## src/include/host_power_watchdog_params.svh

```systemverilog
`ifndef HOST_POWER_WATCHDOG_PARAMS_SVH
`define HOST_POWER_WATCHDOG_PARAMS_SVH
// wishbone byte offsets
`define OFS_CMD 8'h00
`define OFS_REPLY 8'h04
`define OFS_STATUS 8'h08
`define OFS_RB_BASE 8'h40
`define RB_LAST 4'hE
// command and reply type codes
`define TYPE_FUNC 8'h1C
`define TYPE_WDOG 8'h1D
`define TYPE_RDSTAT 8'h1E
`define REPLY_BIT 8'h40
`define REPLY_BAD 8'hFF
`define RB_LEN 8'h0F
`define RB_IDX_MASK 4'h7
`define RB_IDX_WDOG 4'h8
// function mask bit positions
`define FN_AUTO 0
`define FN_RST_INV 1
`define FN_PWR_INV 2
`define FN_BLANK 4
`define FN_KEY_RST 5
`define FN_KEY_PON 6
`define FN_KEY_POFF 7
// cmd register fields
`define CMD_TYPE_LSB 0
`define CMD_D0_LSB 8
`define CMD_D1_LSB 16
`define CMD_LEN_LSB 24
// reset values
`define FUNC_RST 8'h00
`define PLEN_RST 8'h20
`define PLEN_HOLD 8'hFF
// timing
`define CLK_HZ 125000000
`define TICK_HZ 32
`define TICK_CYC (`CLK_HZ / `TICK_HZ)
`define HOLD_LONG_MS 4000
`define HOLD_SHORT_MS 250
`define RST_PULSE_MS 1000
`define EXTRA_MS 5000
`define RELEASE_SETTLE 3'h4
`define MS_TO_TICKS(ms) (((ms) * `TICK_HZ) / 1000)
`endif

```

## src/include/host_power_watchdog_pkg.sv

```systemverilog
package host_power_watchdog_pkg;
  typedef enum logic [2:0] {
    ST_IDLE = 3'h0,
    ST_RST_PULSE = 3'h1,
    ST_PWR_PULSE = 3'h3,
    ST_PWR_EXTRA = 3'h2,
    ST_REBOOT = 3'h6
  } state_t;
  typedef enum logic [1:0] {
    WHY_KEY_RST = 2'h0,
    WHY_WDOG = 2'h1,
    WHY_PON = 2'h2,
    WHY_POFF = 2'h3
  } why_t;
  typedef enum logic [1:0] {
    MSG_NONE = 2'h0,
    MSG_RESET = 2'h1,
    MSG_POWER_ON = 2'h2,
    MSG_POWER_OFF = 2'h3
  } msg_t;
endpackage

```

## src/verilog/host_power_watchdog_ctrl.sv

```systemverilog
`timescale 1ns/100ps
`include "host_power_watchdog_params.svh"
`default_nettype none
module host_power_watchdog_ctrl #(
  parameter int TICK_CYC = `TICK_CYC
) (
  input wire logic clk_i,
  input wire logic rst_i,
  input wire logic cyc_i,
  input wire logic stb_i,
  input wire logic we_i,
  input wire logic [7:0] adr_i,
  input wire logic [3:0] sel_i,
  input wire logic [31:0] dat_i,
  output logic [31:0] dat_o,
  output logic ack_o,
  input wire logic sense_i,
  input wire logic key_ur_i,
  input wire logic key_lr_i,
  input wire logic pwr_i,
  output logic pwr_o,
  output logic pwr_oe_o,
  input wire logic rst_line_i,
  output logic rst_line_o,
  output logic rst_line_oe_o,
  output logic display_blank_o,
  output logic backlight_off_o,
  output logic [1:0] message_o,
  output logic reboot_o
);
  localparam logic [7:0] HOLD_LONG = 8'(`MS_TO_TICKS(`HOLD_LONG_MS));
  localparam logic [7:0] HOLD_SHORT = 8'(`MS_TO_TICKS(`HOLD_SHORT_MS));
  localparam logic [7:0] RST_TICKS = 8'(`MS_TO_TICKS(`RST_PULSE_MS));
  localparam logic [7:0] EXTRA_TICKS = 8'(`MS_TO_TICKS(`EXTRA_MS));
  localparam logic [4:0] TICKS_PER_SEC = 5'(`TICK_HZ - 1);

  function automatic logic [7:0] rb_byte(input logic [3:0] idx, input logic [7:0] fm,
                                         input logic [7:0] wd);
    rb_byte = 8'h00;
    if (idx == `RB_IDX_MASK) begin
      rb_byte = fm;
    end else if (idx == `RB_IDX_WDOG) begin
      rb_byte = wd;
    end
  endfunction

  // pin synchronisers
  logic [4:0] sync_a;
  logic [4:0] sync_b;
  always_ff @(posedge clk_i) begin
    sync_a <= {sense_i, key_ur_i, key_lr_i, pwr_i, rst_line_i};
    sync_b <= sync_a;
  end
  wire sense = sync_b[4];
  wire key_ur = sync_b[3];
  wire key_lr = sync_b[2];
  wire pwr_s = sync_b[1];
  wire rst_s = sync_b[0];

  // 1/32 s tick
  logic [31:0] div_cnt;
  wire tick = (div_cnt == 32'(TICK_CYC - 1));
  always_ff @(posedge clk_i) begin
    if (rst_i || tick) begin
      div_cnt <= 32'h0;
    end else begin
      div_cnt <= div_cnt + 32'h1;
    end
  end

  host_power_watchdog_pkg::state_t state;
  host_power_watchdog_pkg::state_t next_state;
  host_power_watchdog_pkg::why_t why;
  logic [7:0] func_mask;
  logic [7:0] plen;
  logic [7:0] wd_cnt;
  logic [4:0] wd_sub;
  logic [7:0] hold_cnt;
  logic [7:0] pcnt;
  logic sense_d;
  logic sense_at_start;
  logic idle_pwr;
  logic idle_rst;
  logic [7:0] rep_type;
  logic [7:0] rep_len;
  logic rep_valid;
  logic wd_pend;
  logic [2:0] pwr_free;
  logic [2:0] rst_free;

  // bus decode
  wire req = cyc_i & stb_i & ~ack_o;
  wire wr_cmd = req & we_i & (adr_i == `OFS_CMD) & (&sel_i);
  wire rd_reply = req & ~we_i & (adr_i == `OFS_REPLY);
  wire [3:0] rb_idx = adr_i[5:2];
  wire rb_hit = (adr_i[7:6] == 2'h1) & (adr_i[1:0] == 2'h0) & (rb_idx <= `RB_LAST);
  wire locked = (state == host_power_watchdog_pkg::ST_REBOOT);
  wire cmd_ok = wr_cmd & ~locked;
  wire [7:0] c_type = dat_i[`CMD_TYPE_LSB +: 8];
  wire [7:0] c_d0 = dat_i[`CMD_D0_LSB +: 8];
  wire [7:0] c_d1 = dat_i[`CMD_D1_LSB +: 8];
  wire [1:0] c_len = dat_i[`CMD_LEN_LSB +: 2];
  wire func_ok = (c_type == `TYPE_FUNC) & ((c_len == 2'h1) | (c_len == 2'h2));
  wire wdog_ok = (c_type == `TYPE_WDOG) & (c_len == 2'h1);
  wire stat_ok = (c_type == `TYPE_RDSTAT) & (c_len == 2'h0);

  wire [31:0] status_word = {3'h0, locked, display_blank_o, pwr_oe_o, rst_line_oe_o,
                             sense, wd_cnt, plen, func_mask};
  wire [31:0] reply_word = {15'h0, rep_valid, rep_len, rep_type};
  wire [31:0] rdata = (adr_i == `OFS_REPLY) ? reply_word :
                      (adr_i == `OFS_STATUS) ? status_word :
                      rb_hit ? {24'h0, rb_byte(rb_idx, func_mask, wd_cnt)} : 32'h0;

  always_ff @(posedge clk_i) begin
    if (rst_i) begin
      ack_o <= 1'b0;
      dat_o <= 32'h0;
    end else begin
      ack_o <= req;
      if (req) begin
        dat_o <= we_i ? 32'h0 : rdata;
      end
    end
  end

  // configuration and replies
  always_ff @(posedge clk_i) begin
    if (rst_i) begin
      func_mask <= `FUNC_RST;
      plen <= `PLEN_RST;
      rep_type <= 8'h00;
      rep_len <= 8'h00;
      rep_valid <= 1'b0;
    end else begin
      if (cmd_ok) begin
        rep_valid <= 1'b1;
        rep_len <= stat_ok ? `RB_LEN : 8'h00;
        rep_type <= (func_ok | wdog_ok | stat_ok) ? (c_type | `REPLY_BIT) : `REPLY_BAD;
        if (func_ok) begin
          func_mask <= c_d0;
          if (c_len == 2'h2 && c_d1 != 8'h00) begin
            plen <= c_d1;
          end
        end
      end else if (rd_reply) begin
        rep_valid <= 1'b0;
      end
    end
  end

  // watchdog, counts whole seconds
  wire sec_tick = tick & (wd_sub == TICKS_PER_SEC);
  wire wd_expire = sec_tick & (wd_cnt == 8'h01);
  always_ff @(posedge clk_i) begin
    if (rst_i || state == host_power_watchdog_pkg::ST_REBOOT) begin
      wd_cnt <= 8'h00;
      wd_sub <= 5'h0;
    end else if (cmd_ok && wdog_ok) begin
      wd_cnt <= c_d0;
      wd_sub <= 5'h0;
    end else if (wd_cnt != 8'h00) begin
      if (tick) begin
        wd_sub <= wd_sub + 5'h1;
      end
      if (sec_tick) begin
        wd_cnt <= wd_cnt - 8'h01;
      end
    end
  end

  // expiry during another pulse waits for idle, but is dropped if that pulse ends in ST_REBOOT
  always_ff @(posedge clk_i) begin
    if (rst_i || state == host_power_watchdog_pkg::ST_REBOOT) begin
      wd_pend <= 1'b0;
    end else if (wd_expire && state != host_power_watchdog_pkg::ST_IDLE) begin
      wd_pend <= 1'b1;
    end else if (state == host_power_watchdog_pkg::ST_IDLE) begin
      wd_pend <= 1'b0;
    end
  end
  wire wd_fire = wd_expire | wd_pend;

  // key hold detection
  wire want_rst = func_mask[`FN_KEY_RST] & sense & key_ur;
  wire want_pon = func_mask[`FN_KEY_PON] & ~sense & key_ur;
  wire want_poff = func_mask[`FN_KEY_POFF] & sense & key_lr & ~key_ur;
  wire want_any = want_rst | want_pon | want_poff;
  wire [7:0] hold_need = want_pon ? HOLD_SHORT : HOLD_LONG;
  wire hold_done = want_any & tick & (hold_cnt + 8'h01 >= hold_need);
  always_ff @(posedge clk_i) begin
    if (rst_i || !want_any || state != host_power_watchdog_pkg::ST_IDLE) begin
      hold_cnt <= 8'h00;
    end else if (tick) begin
      hold_cnt <= hold_cnt + 8'h01;
    end
  end

  wire sense_rise = sense & ~sense_d & func_mask[`FN_BLANK];
  wire pulse_end = (plen == `PLEN_HOLD) ? (sense != sense_at_start) :
                   (tick & (pcnt + 8'h01 >= plen));
  always_comb begin
    next_state = state;
    case (state)
      host_power_watchdog_pkg::ST_IDLE: begin
        if (wd_fire || (hold_done && want_rst)) begin
          next_state = host_power_watchdog_pkg::ST_RST_PULSE;
        end else if (hold_done) begin
          next_state = host_power_watchdog_pkg::ST_PWR_PULSE;
        end else if (sense_rise) begin
          next_state = host_power_watchdog_pkg::ST_REBOOT;
        end
      end
      host_power_watchdog_pkg::ST_RST_PULSE: begin
        if (tick && pcnt + 8'h01 >= RST_TICKS) begin
          next_state = (why == host_power_watchdog_pkg::WHY_KEY_RST) ?
                       host_power_watchdog_pkg::ST_REBOOT : host_power_watchdog_pkg::ST_IDLE;
        end
      end
      host_power_watchdog_pkg::ST_PWR_PULSE: begin
        if (pulse_end) begin
          if (why == host_power_watchdog_pkg::WHY_PON) begin
            next_state = host_power_watchdog_pkg::ST_REBOOT;
          end else if (key_lr && plen != `PLEN_HOLD) begin
            next_state = host_power_watchdog_pkg::ST_PWR_EXTRA;
          end else begin
            next_state = host_power_watchdog_pkg::ST_IDLE;
          end
        end
      end
      host_power_watchdog_pkg::ST_PWR_EXTRA: begin
        if (!key_lr || (tick && pcnt + 8'h01 >= EXTRA_TICKS)) begin
          next_state = host_power_watchdog_pkg::ST_IDLE;
        end
      end
      host_power_watchdog_pkg::ST_REBOOT: begin
        next_state = host_power_watchdog_pkg::ST_IDLE;
      end
      default: begin
        next_state = host_power_watchdog_pkg::ST_IDLE;
      end
    endcase
  end

  always_ff @(posedge clk_i) begin
    if (rst_i) begin
      state <= host_power_watchdog_pkg::ST_IDLE;
      why <= host_power_watchdog_pkg::WHY_KEY_RST;
      pcnt <= 8'h00;
      sense_d <= 1'b0;
      sense_at_start <= 1'b0;
    end else begin
      state <= next_state;
      sense_d <= sense;
      if (next_state != state) begin
        pcnt <= 8'h00;
        sense_at_start <= sense;
      end else if (tick) begin
        pcnt <= pcnt + 8'h01;
      end
      if (state == host_power_watchdog_pkg::ST_IDLE && next_state != state) begin
        why <= wd_fire ? host_power_watchdog_pkg::WHY_WDOG :
               want_rst ? host_power_watchdog_pkg::WHY_KEY_RST :
               want_pon ? host_power_watchdog_pkg::WHY_PON : host_power_watchdog_pkg::WHY_POFF;
      end
    end
  end

  // line drive with polarity; idle level sampled only while released
  wire drv_rst = (state == host_power_watchdog_pkg::ST_RST_PULSE);
  wire drv_pwr = (state == host_power_watchdog_pkg::ST_PWR_PULSE) |
                 (state == host_power_watchdog_pkg::ST_PWR_EXTRA);
  wire lvl_rst = func_mask[`FN_AUTO] ? ~idle_rst : func_mask[`FN_RST_INV];
  wire lvl_pwr = func_mask[`FN_AUTO] ? ~idle_pwr : func_mask[`FN_PWR_INV];
  always_ff @(posedge clk_i) begin
    if (rst_i) begin
      idle_pwr <= 1'b1;
      idle_rst <= 1'b1;
      pwr_free <= 3'h0;
      rst_free <= 3'h0;
      pwr_o <= 1'b0;
      pwr_oe_o <= 1'b0;
      rst_line_o <= 1'b0;
      rst_line_oe_o <= 1'b0;
    end else begin
      // synchronised pin lags the release, so wait before trusting it
      if (pwr_oe_o) begin
        pwr_free <= 3'h0;
      end else if (pwr_free != `RELEASE_SETTLE) begin
        pwr_free <= pwr_free + 3'h1;
      end else begin
        idle_pwr <= pwr_s;
      end
      if (rst_line_oe_o) begin
        rst_free <= 3'h0;
      end else if (rst_free != `RELEASE_SETTLE) begin
        rst_free <= rst_free + 3'h1;
      end else begin
        idle_rst <= rst_s;
      end
      pwr_oe_o <= drv_pwr;
      pwr_o <= drv_pwr & lvl_pwr;
      rst_line_oe_o <= drv_rst;
      rst_line_o <= drv_rst & lvl_rst;
    end
  end

  // display side
  always_ff @(posedge clk_i) begin
    if (rst_i) begin
      display_blank_o <= 1'b0;
      backlight_off_o <= 1'b0;
      message_o <= host_power_watchdog_pkg::MSG_NONE;
      reboot_o <= 1'b0;
    end else begin
      display_blank_o <= func_mask[`FN_BLANK] & ~sense;
      backlight_off_o <= func_mask[`FN_BLANK] & ~sense;
      reboot_o <= (state == host_power_watchdog_pkg::ST_REBOOT);
      if (drv_rst) begin
        message_o <= host_power_watchdog_pkg::MSG_RESET;
      end else if (drv_pwr) begin
        message_o <= (why == host_power_watchdog_pkg::WHY_PON) ?
                     host_power_watchdog_pkg::MSG_POWER_ON : host_power_watchdog_pkg::MSG_POWER_OFF;
      end else begin
        message_o <= host_power_watchdog_pkg::MSG_NONE;
      end
    end
  end
endmodule
`default_nettype wire

```

## config.mk

```make
export PLATFORM = sky130hd
export DESIGN_NAME = host_power_watchdog_ctrl
export DESIGN_NICKNAME = d
export VERILOG_FILES = /design/src/include/host_power_watchdog_pkg.sv /design/src/verilog/host_power_watchdog_ctrl.sv
export VERILOG_INCLUDE_DIRS = /design/src /design/src/include
export SDC_FILE = /design/constraint.sdc
export NUM_CORES = 1
export LEC_CHECK = 0
export ABC_AREA = 1
export BUFFER_PORTS_ARGS = -buffer_cell sky130_fd_sc_hd__buf_4
export CORE_UTILIZATION = 58
export DETAILED_ROUTE_END_ITERATION = 10
export PLACE_DENSITY = 0.8
export SLEW_MARGIN = 40
export SYNTH_ARGS = -nofsm -noshare
export SYNTH_HDL_FRONTEND = slang
export SYNTH_SLANG_ARGS = --single-unit
```

## constraint.sdc

```tcl
create_clock -name clk_i -period 3.3 [get_ports clk_i]
set_clock_uncertainty 0.2 [all_clocks]
set_input_delay 0.33 -clock clk_i [delete_from_list [all_inputs] [get_ports clk_i]]
set_output_delay 0.33 -clock clk_i [all_outputs]
set_load 0.1 [all_outputs]
```

== Yosys cells after proc, flatten, opt, wreduce, memory -nomap -nowiden ==
Cells that the tools add are included.
Operators by class
  muxes and demuxes: 35
  $add $sub $neg: 7
  order comparisons: 5
  reduce and logical (&&, ||, !) cells: 40
  equal/unequal tests: 24
  bitwise operators: 50
Operator list (count)
  $mux W29: 3
  $mux W8: 8
  $add A32 B1 Y32 const B: 1
  $eq A32 B22 Y1 const B: 1
  $and A1 B1 Y1: 30
  $eq A8 B5 Y1 const B: 3
  $mux W3: 8
  $add A8 B1 Y8 const B: 2
  $ge A8 B8 Y1: 2
  $reduce_bool A8 Y1: 2
  $not A1 Y1: 13
  $pmux W3 S4: 1
  $mux W1: 11
  $reduce_and A2 Y1: 5
  $eq A8 B1 Y1 const B: 1
  $eq A8 B3 Y1 const B: 1
  $eq A8 B4 Y1 const B: 1
  $eq A8 B8 Y1 const B: 1
  $ge A8 B6 Y1 const B: 1
  $ge A8 B8 Y1 const B: 1
  $logic_and A1 B1 Y1: 8
  $logic_not A8 Y1: 1
  $ne A8 B8 Y1 const B: 1
  $reduce_bool A2 Y1: 4
  other kinds (27): 51
Storage, ports and cells
  word-level logic and storage cells: 192
  bits in registers: 161
  output and inout bits: 42
  input port bits: 54

== Logic depth before layout (Yosys ltp) ==
  depth after elaboration: 13
  mapped depth: 23
  gate-level depth less buffers: 23

== Worst setup path after synthesis ==
OpenSTA, ideal clock, no wires.
  path kind: register -> register
  start point: register pcnt[0]
  end point: register why[0]
  setup time: 115 ps
  period minus slack after synthesis: 2740 ps
  required time: 2985 ps
  cell stages (with the launch flop): 21
  slack: 560 ps
  path buffers: 0
  arrival: 2425 ps
  path through: dfxtp_1 ha_1 nand3_1 nor2_1 nand3_1 nand2_1 inv_2 ha_1 nand2_1 nor2_1 nand4_1 nand3_1 nand3_1 nand3_1 inv_1 nor2_1 nand3_1 nand2_2 nand3_2 a21oi_1 nor2_1
Between the ends
  cells in the longest elaborated chain, start to end: 8
  elaborated cells between the ends (all ways): 15
  classes of those cells: add/sub: 1; order compare: 3; eq/ne: 1; mux: 5; bitwise: 1; reduce/logical: 4
Ends and longest elaborated chain
  from (decl): line host_power_watchdog_ctrl.sv:79  | logic [7:0] pcnt;
  from (signal assigned): line host_power_watchdog_ctrl.sv:258  | pcnt <= pcnt + 8'h01;
  $add A8 B1 Y8 *: line host_power_watchdog_ctrl.sv:200, host_power_watchdog_ctrl.sv:214, host_power_watchdog_ctrl.sv:231
  $ge A8 B8 Y1, on equally long branches: line host_power_watchdog_ctrl.sv:200, host_power_watchdog_ctrl.sv:231
  $and A1 B1 Y1 or $logic_and A1 B1 Y1 (tied branches): line host_power_watchdog_ctrl.sv:200, host_power_watchdog_ctrl.sv:231
  $mux W1 or $logic_or A1 B1 Y1 (tied branches): line host_power_watchdog_ctrl.sv:199, host_power_watchdog_ctrl.sv:231
  $mux W3, on equally long branches: line host_power_watchdog_ctrl.sv:220, host_power_watchdog_ctrl.sv:231
  $pmux W3 S4 *: line host_power_watchdog_ctrl.sv:203  | case (state)
  $ne A3 B3 Y1 *: line host_power_watchdog_ctrl.sv:260  | if (state == host_power_watchdog_pkg::ST_IDLE && next_state != state) begin
  $logic_and A1 B1 Y1 *: line host_power_watchdog_ctrl.sv:260
  to (signal assigned): line host_power_watchdog_ctrl.sv:247  | why <= host_power_watchdog_pkg::WHY_KEY_RST;
  to (signal assigned): line host_power_watchdog_ctrl.sv:261  | why <= wd_fire ? host_power_watchdog_pkg::WHY_WDOG :
  to (decl): line host_power_watchdog_ctrl.sv:73  | host_power_watchdog_pkg::why_t why;
Every way passes the cells marked *; elsewhere a longest branch is shown, timed or not.
A chain may end at the register's enable or synchronous reset.

== Worst setup path in the final report ==
  start point: register pcnt[0]
  end point: register pcnt[0]
Between the ends
  cells in the longest elaborated chain, start to end: 8
  elaborated cells between the ends (all ways): 15
  classes of those cells: add/sub: 1; order compare: 3; eq/ne: 1; mux: 5; bitwise: 1; reduce/logical: 4
Ends and longest elaborated chain
  $add A8 B1 Y8 *
  $ge A8 B8 Y1, on equally long branches: line host_power_watchdog_ctrl.sv:200, host_power_watchdog_ctrl.sv:231
  $and A1 B1 Y1 or $logic_and A1 B1 Y1 (tied branches): line host_power_watchdog_ctrl.sv:200, host_power_watchdog_ctrl.sv:231
  $mux W1 or $logic_or A1 B1 Y1 (tied branches): line host_power_watchdog_ctrl.sv:199, host_power_watchdog_ctrl.sv:231
  $mux W3, on equally long branches: line host_power_watchdog_ctrl.sv:220, host_power_watchdog_ctrl.sv:231
  $pmux W3 S4: line host_power_watchdog_ctrl.sv:203
  $ne A3 B3 Y1: line host_power_watchdog_ctrl.sv:254  | if (next_state != state) begin
  $reduce_or A2 Y1 (no line)
Marked as above.

==> summary.txt <==
Placement
  – Port buffer count: 86
  – Post-DP HPWL: about 13000 µm
  – Routability cong.: a little under 0.9
  – Area after DPL: 8269 µm²
  – Post-Place Cells: about 1300

Critical path
  – Max Fanout on Critical Path: 5
  – Required time worst endpoint: between 3 and 4 ns
  – Critical path type: reg -> reg
  – Crit path buf inv count: 2
  – Worst path cell trace: ha_1, nand3_1, nor2_2, nand3_1, nand2_1, inv_2, ha_1, nand2_1, nor2_1, nand4_1, nand3_1, nand3_1, nand3_1, inv_1, nor2_1, nand3_1, nand2_2, nand4_4, a21oi_2
  – CP max-delay cell: dfxtp_2
  – Delay-heaviest family, CP: simple AND/OR/NAND/NOR gates
  – Crit start category: flop
  – CP endpoint kind: flop
  – Most frequent cell on the critical path: nand3_1
  – Max incr delay on CP: between 0.3 and 0.4 ns
  – Crit path DAT: approximately 3.2 ns

STA
  – Slew HR: roughly 42%
  – Hold Fails Final Rpt: 0
  – Final Setup Violations: 0
  – Final Max Tran Viols: 0
  – Tmin final: 3.082 ns
  – Fmax: 324.5 MHz
  – TNS Setup: 0 ns
  – Final worst path period share: between 90 and 100%
  – RSZ-0062 raised after global routing: false
  – Worst Max-Slew Pin Slew: roughly 0.86 ns

Cells and area
  – Final nets: about 1200
  – Area Growth Syn to Fin: 22.20%
  – Non-filler cells, final: 1322
  – Diodes inserted: 0
  – Fin util: a little over 70%
  – Fillers: 1045
  – Share of cells above drive strength 1: about 17%
  – Multi-input gate area: approximately 3800 µm²
  – Final instance area: 9091 µm²
  – Seq. cell area: about 3000 µm²

CTS
  – Setup Fix Bufs, Post-CTS: 0
  – Num CTS Buffers: 17
  – Worst skew pair latency: roughly 0.42 ns
  – Htree depth: 4
  – CTS max path bufs: 2
  – CTS root buf: clkbuf_16
  – CTS sink cnt: around 150
  – TritonCTS clock tree: yes
  – Worst-path clk slew: approximately 0.060 ns

Logic synthesis
  – Ys async rst share: 0%
  – Yosys Warn Count: 0
  – Top cell types by occurrence after synthesis: 195 x nand2_1, 151 x dfxtp_1, 136 x inv_1
  – Area leader, netlist: dfxtp_1
  – FF+latch count, synth: around 150
  – Dominant synthesized flop cell: dfxtp_1
  – Most frequent cell after synthesis: nand2_1
  – Post-Syn Area: 7440 µm²
  – Sequential fraction of the synthesis area: 40.63%
  – Ranking of synthesized cells by area: dfxtp_1 41%, nand2_1 9.8%, inv_1 6.9%
  – Synth Instances: ~1000
  – Share of the synthesized area in the top cell type: just over 40%
  – Post-synthesis cell type count: 46
  – Post-synth EDFFs: 0
  – Syn avg cell area: about 7.2 µm²

Power and ir drop
  – Max VDD drop: between 0.0003 and 0.0004 V
  – P_leak: approximately 0.0038 µW
  – Overall Power: about 4300 µW
  – Logic gate share of total power: 6.9%
  – Pwr Density: roughly 480 nW/µm²
  – Seq pwr share: between 40% and 50%
  – Clock Power Share: around 49%
  – Sw Pwr: a little under 1000 µW
  – P_int: around 3300 µW
  – Sw Ratio: between 20% and 30%

Floorplanning
  – Initial core utilization: about three fifths
  – Placeable Area: around 13000 µm²
  – Die H: 115.3 µm
  – FP Rows: 41
  – Die Wd: 115.3 µm
  – DIE AREA: 13280 µm²
  – Ports: 96

Routing
  – Drt pass-1 iters: 6
  – Post-DRT Antenna Nets: 0
  – WL/cell: between 10 and 15 µm
  – Post-route DRC: 0
  – Vias per cell: 5.399
  – 1st-iter DRT viols: between 600 and 700
  – Drt total wl: 18610 µm
  – Routed vias: approximately 7000

Global route
  – Global-route wire length before repair: ~30000 µm
  – Gr ovfl total: 0
  – Pin count of the biggest net entering global routing: between 50 and 60
  – Antenna violations before repair: 0
  – Vias in the first global route: between 6000 and 7000
  – Overall routing resource usage: roughly 29%

Worst hold path
  – Worst hold-check path type: in -> reg

Status
  – Status: finished clean

Job
  – Maximum capacitance violations: 0
## placed cells by master, fill, tap and decap left out, types with 12 or more instances in the layout
cell	n
nand4_1	18
a211oi_1	12
nor2_1	117
clkbuf_16	17
dfxtp_1	149
a21oi_1	67
xor2_1	18
nor3_1	24
inv_1	136
buf_4	97
dlygate4sd3_1	15
nand2_1	194
a31oi_1	17
o21ai_0	62
nand3_1	61
ha_1	27
## per-stage QoR
stage | hold WS (ns) | worst slack, ns
2_1_floorplan | 0.1096 | 0.5605
3_3_place_gp | 0.1120 | 0.2919
3_5_place_dp | 0.1136 | 0.1986
4_1_cts | 0.004430 | 0.1561
5_1_grt | 0.03342 | 0.005951
6_report | 0.01610 | 0.2184
## sequential cells by signal (all words and copies together) (netlist names), 2 cells and up
name,flops
div_cnt,32
dat_o,29
func_mask,8
hold_cnt,8
pcnt,8
plen,8
rep_type,8
wd_cnt,8
sync_a,5
sync_b,5
wd_sub,5
pwr_free,3
rst_free,3
state,3
message_o,2
why,2
## worst min-delay path, stage by stage
cell and delay, ns:
buf_4 0.12, nor2_1 0.10, a211oi_1 0.05
## path summary, 6_finish.rpt
path	from	end	slack, ns	depth (start not counted)
worst max-delay path	pcnt[0]	pcnt[0]	0.22	19
worst min-delay path	dat_i[15]	func_mask[7]	0.02	3
worst max register to register	pcnt[0]	pcnt[0]	0.22	19
worst min register to register	sync_a[4]	sync_b[4]	0.13	0
## layout make-up
cell class                      count  share of cell area (%)
Multi-Input combinational cell    705                   41.38
Sequential cell                   151                   33.28
Timing Repair Buffer              112                   9.661
Inverter                          151                   6.248
Clock buffer                       19                   4.872
Tap cell                          172                   2.367
Clock inverter                     12                   2.188
## routing by layer
metal | share of wire, % | GRT usage (%) | up-vias
met1 | 44 | 36.41 | 3314
met4 | 2.0 | 9.870 | 0
li1 | - | - | 3588
met2 | 49 | 49.72 | 196
met3 | 5.2 | 5.957 | 39
met5 | 0 | 0 | -
## cells by family after synthesis
logic type	share of synthesized area (%)
AOI/OAI and AO/OA	13.67
and+or+nand+nor	29.36
DFF	40.63
buffers and inverters	9.267
xor gates and xnor gates	2.472
other	0.05041
adders and majority gates	4.541
## power groups by stage
stage | clock, µW | sequential [µW] | combinational [µW]
final | 2130 | 1900 | 300
after global routing | 2230 | 1910 | 331
after CTS | 2130 | 1900 | 296
after detailed placement | 0 | 1940 | 280
after global placement | 0 | 1940 | 273
after floorplan | 0 | 1950 | 177
## timing repair
action                     4_1_cts  5_1_grt
resized for setup                0        6
hold endpoints to repair        16        0
hold buffers                    15        0
setup endpoints to repair        0       11
(Power assumes the default switching activity.)
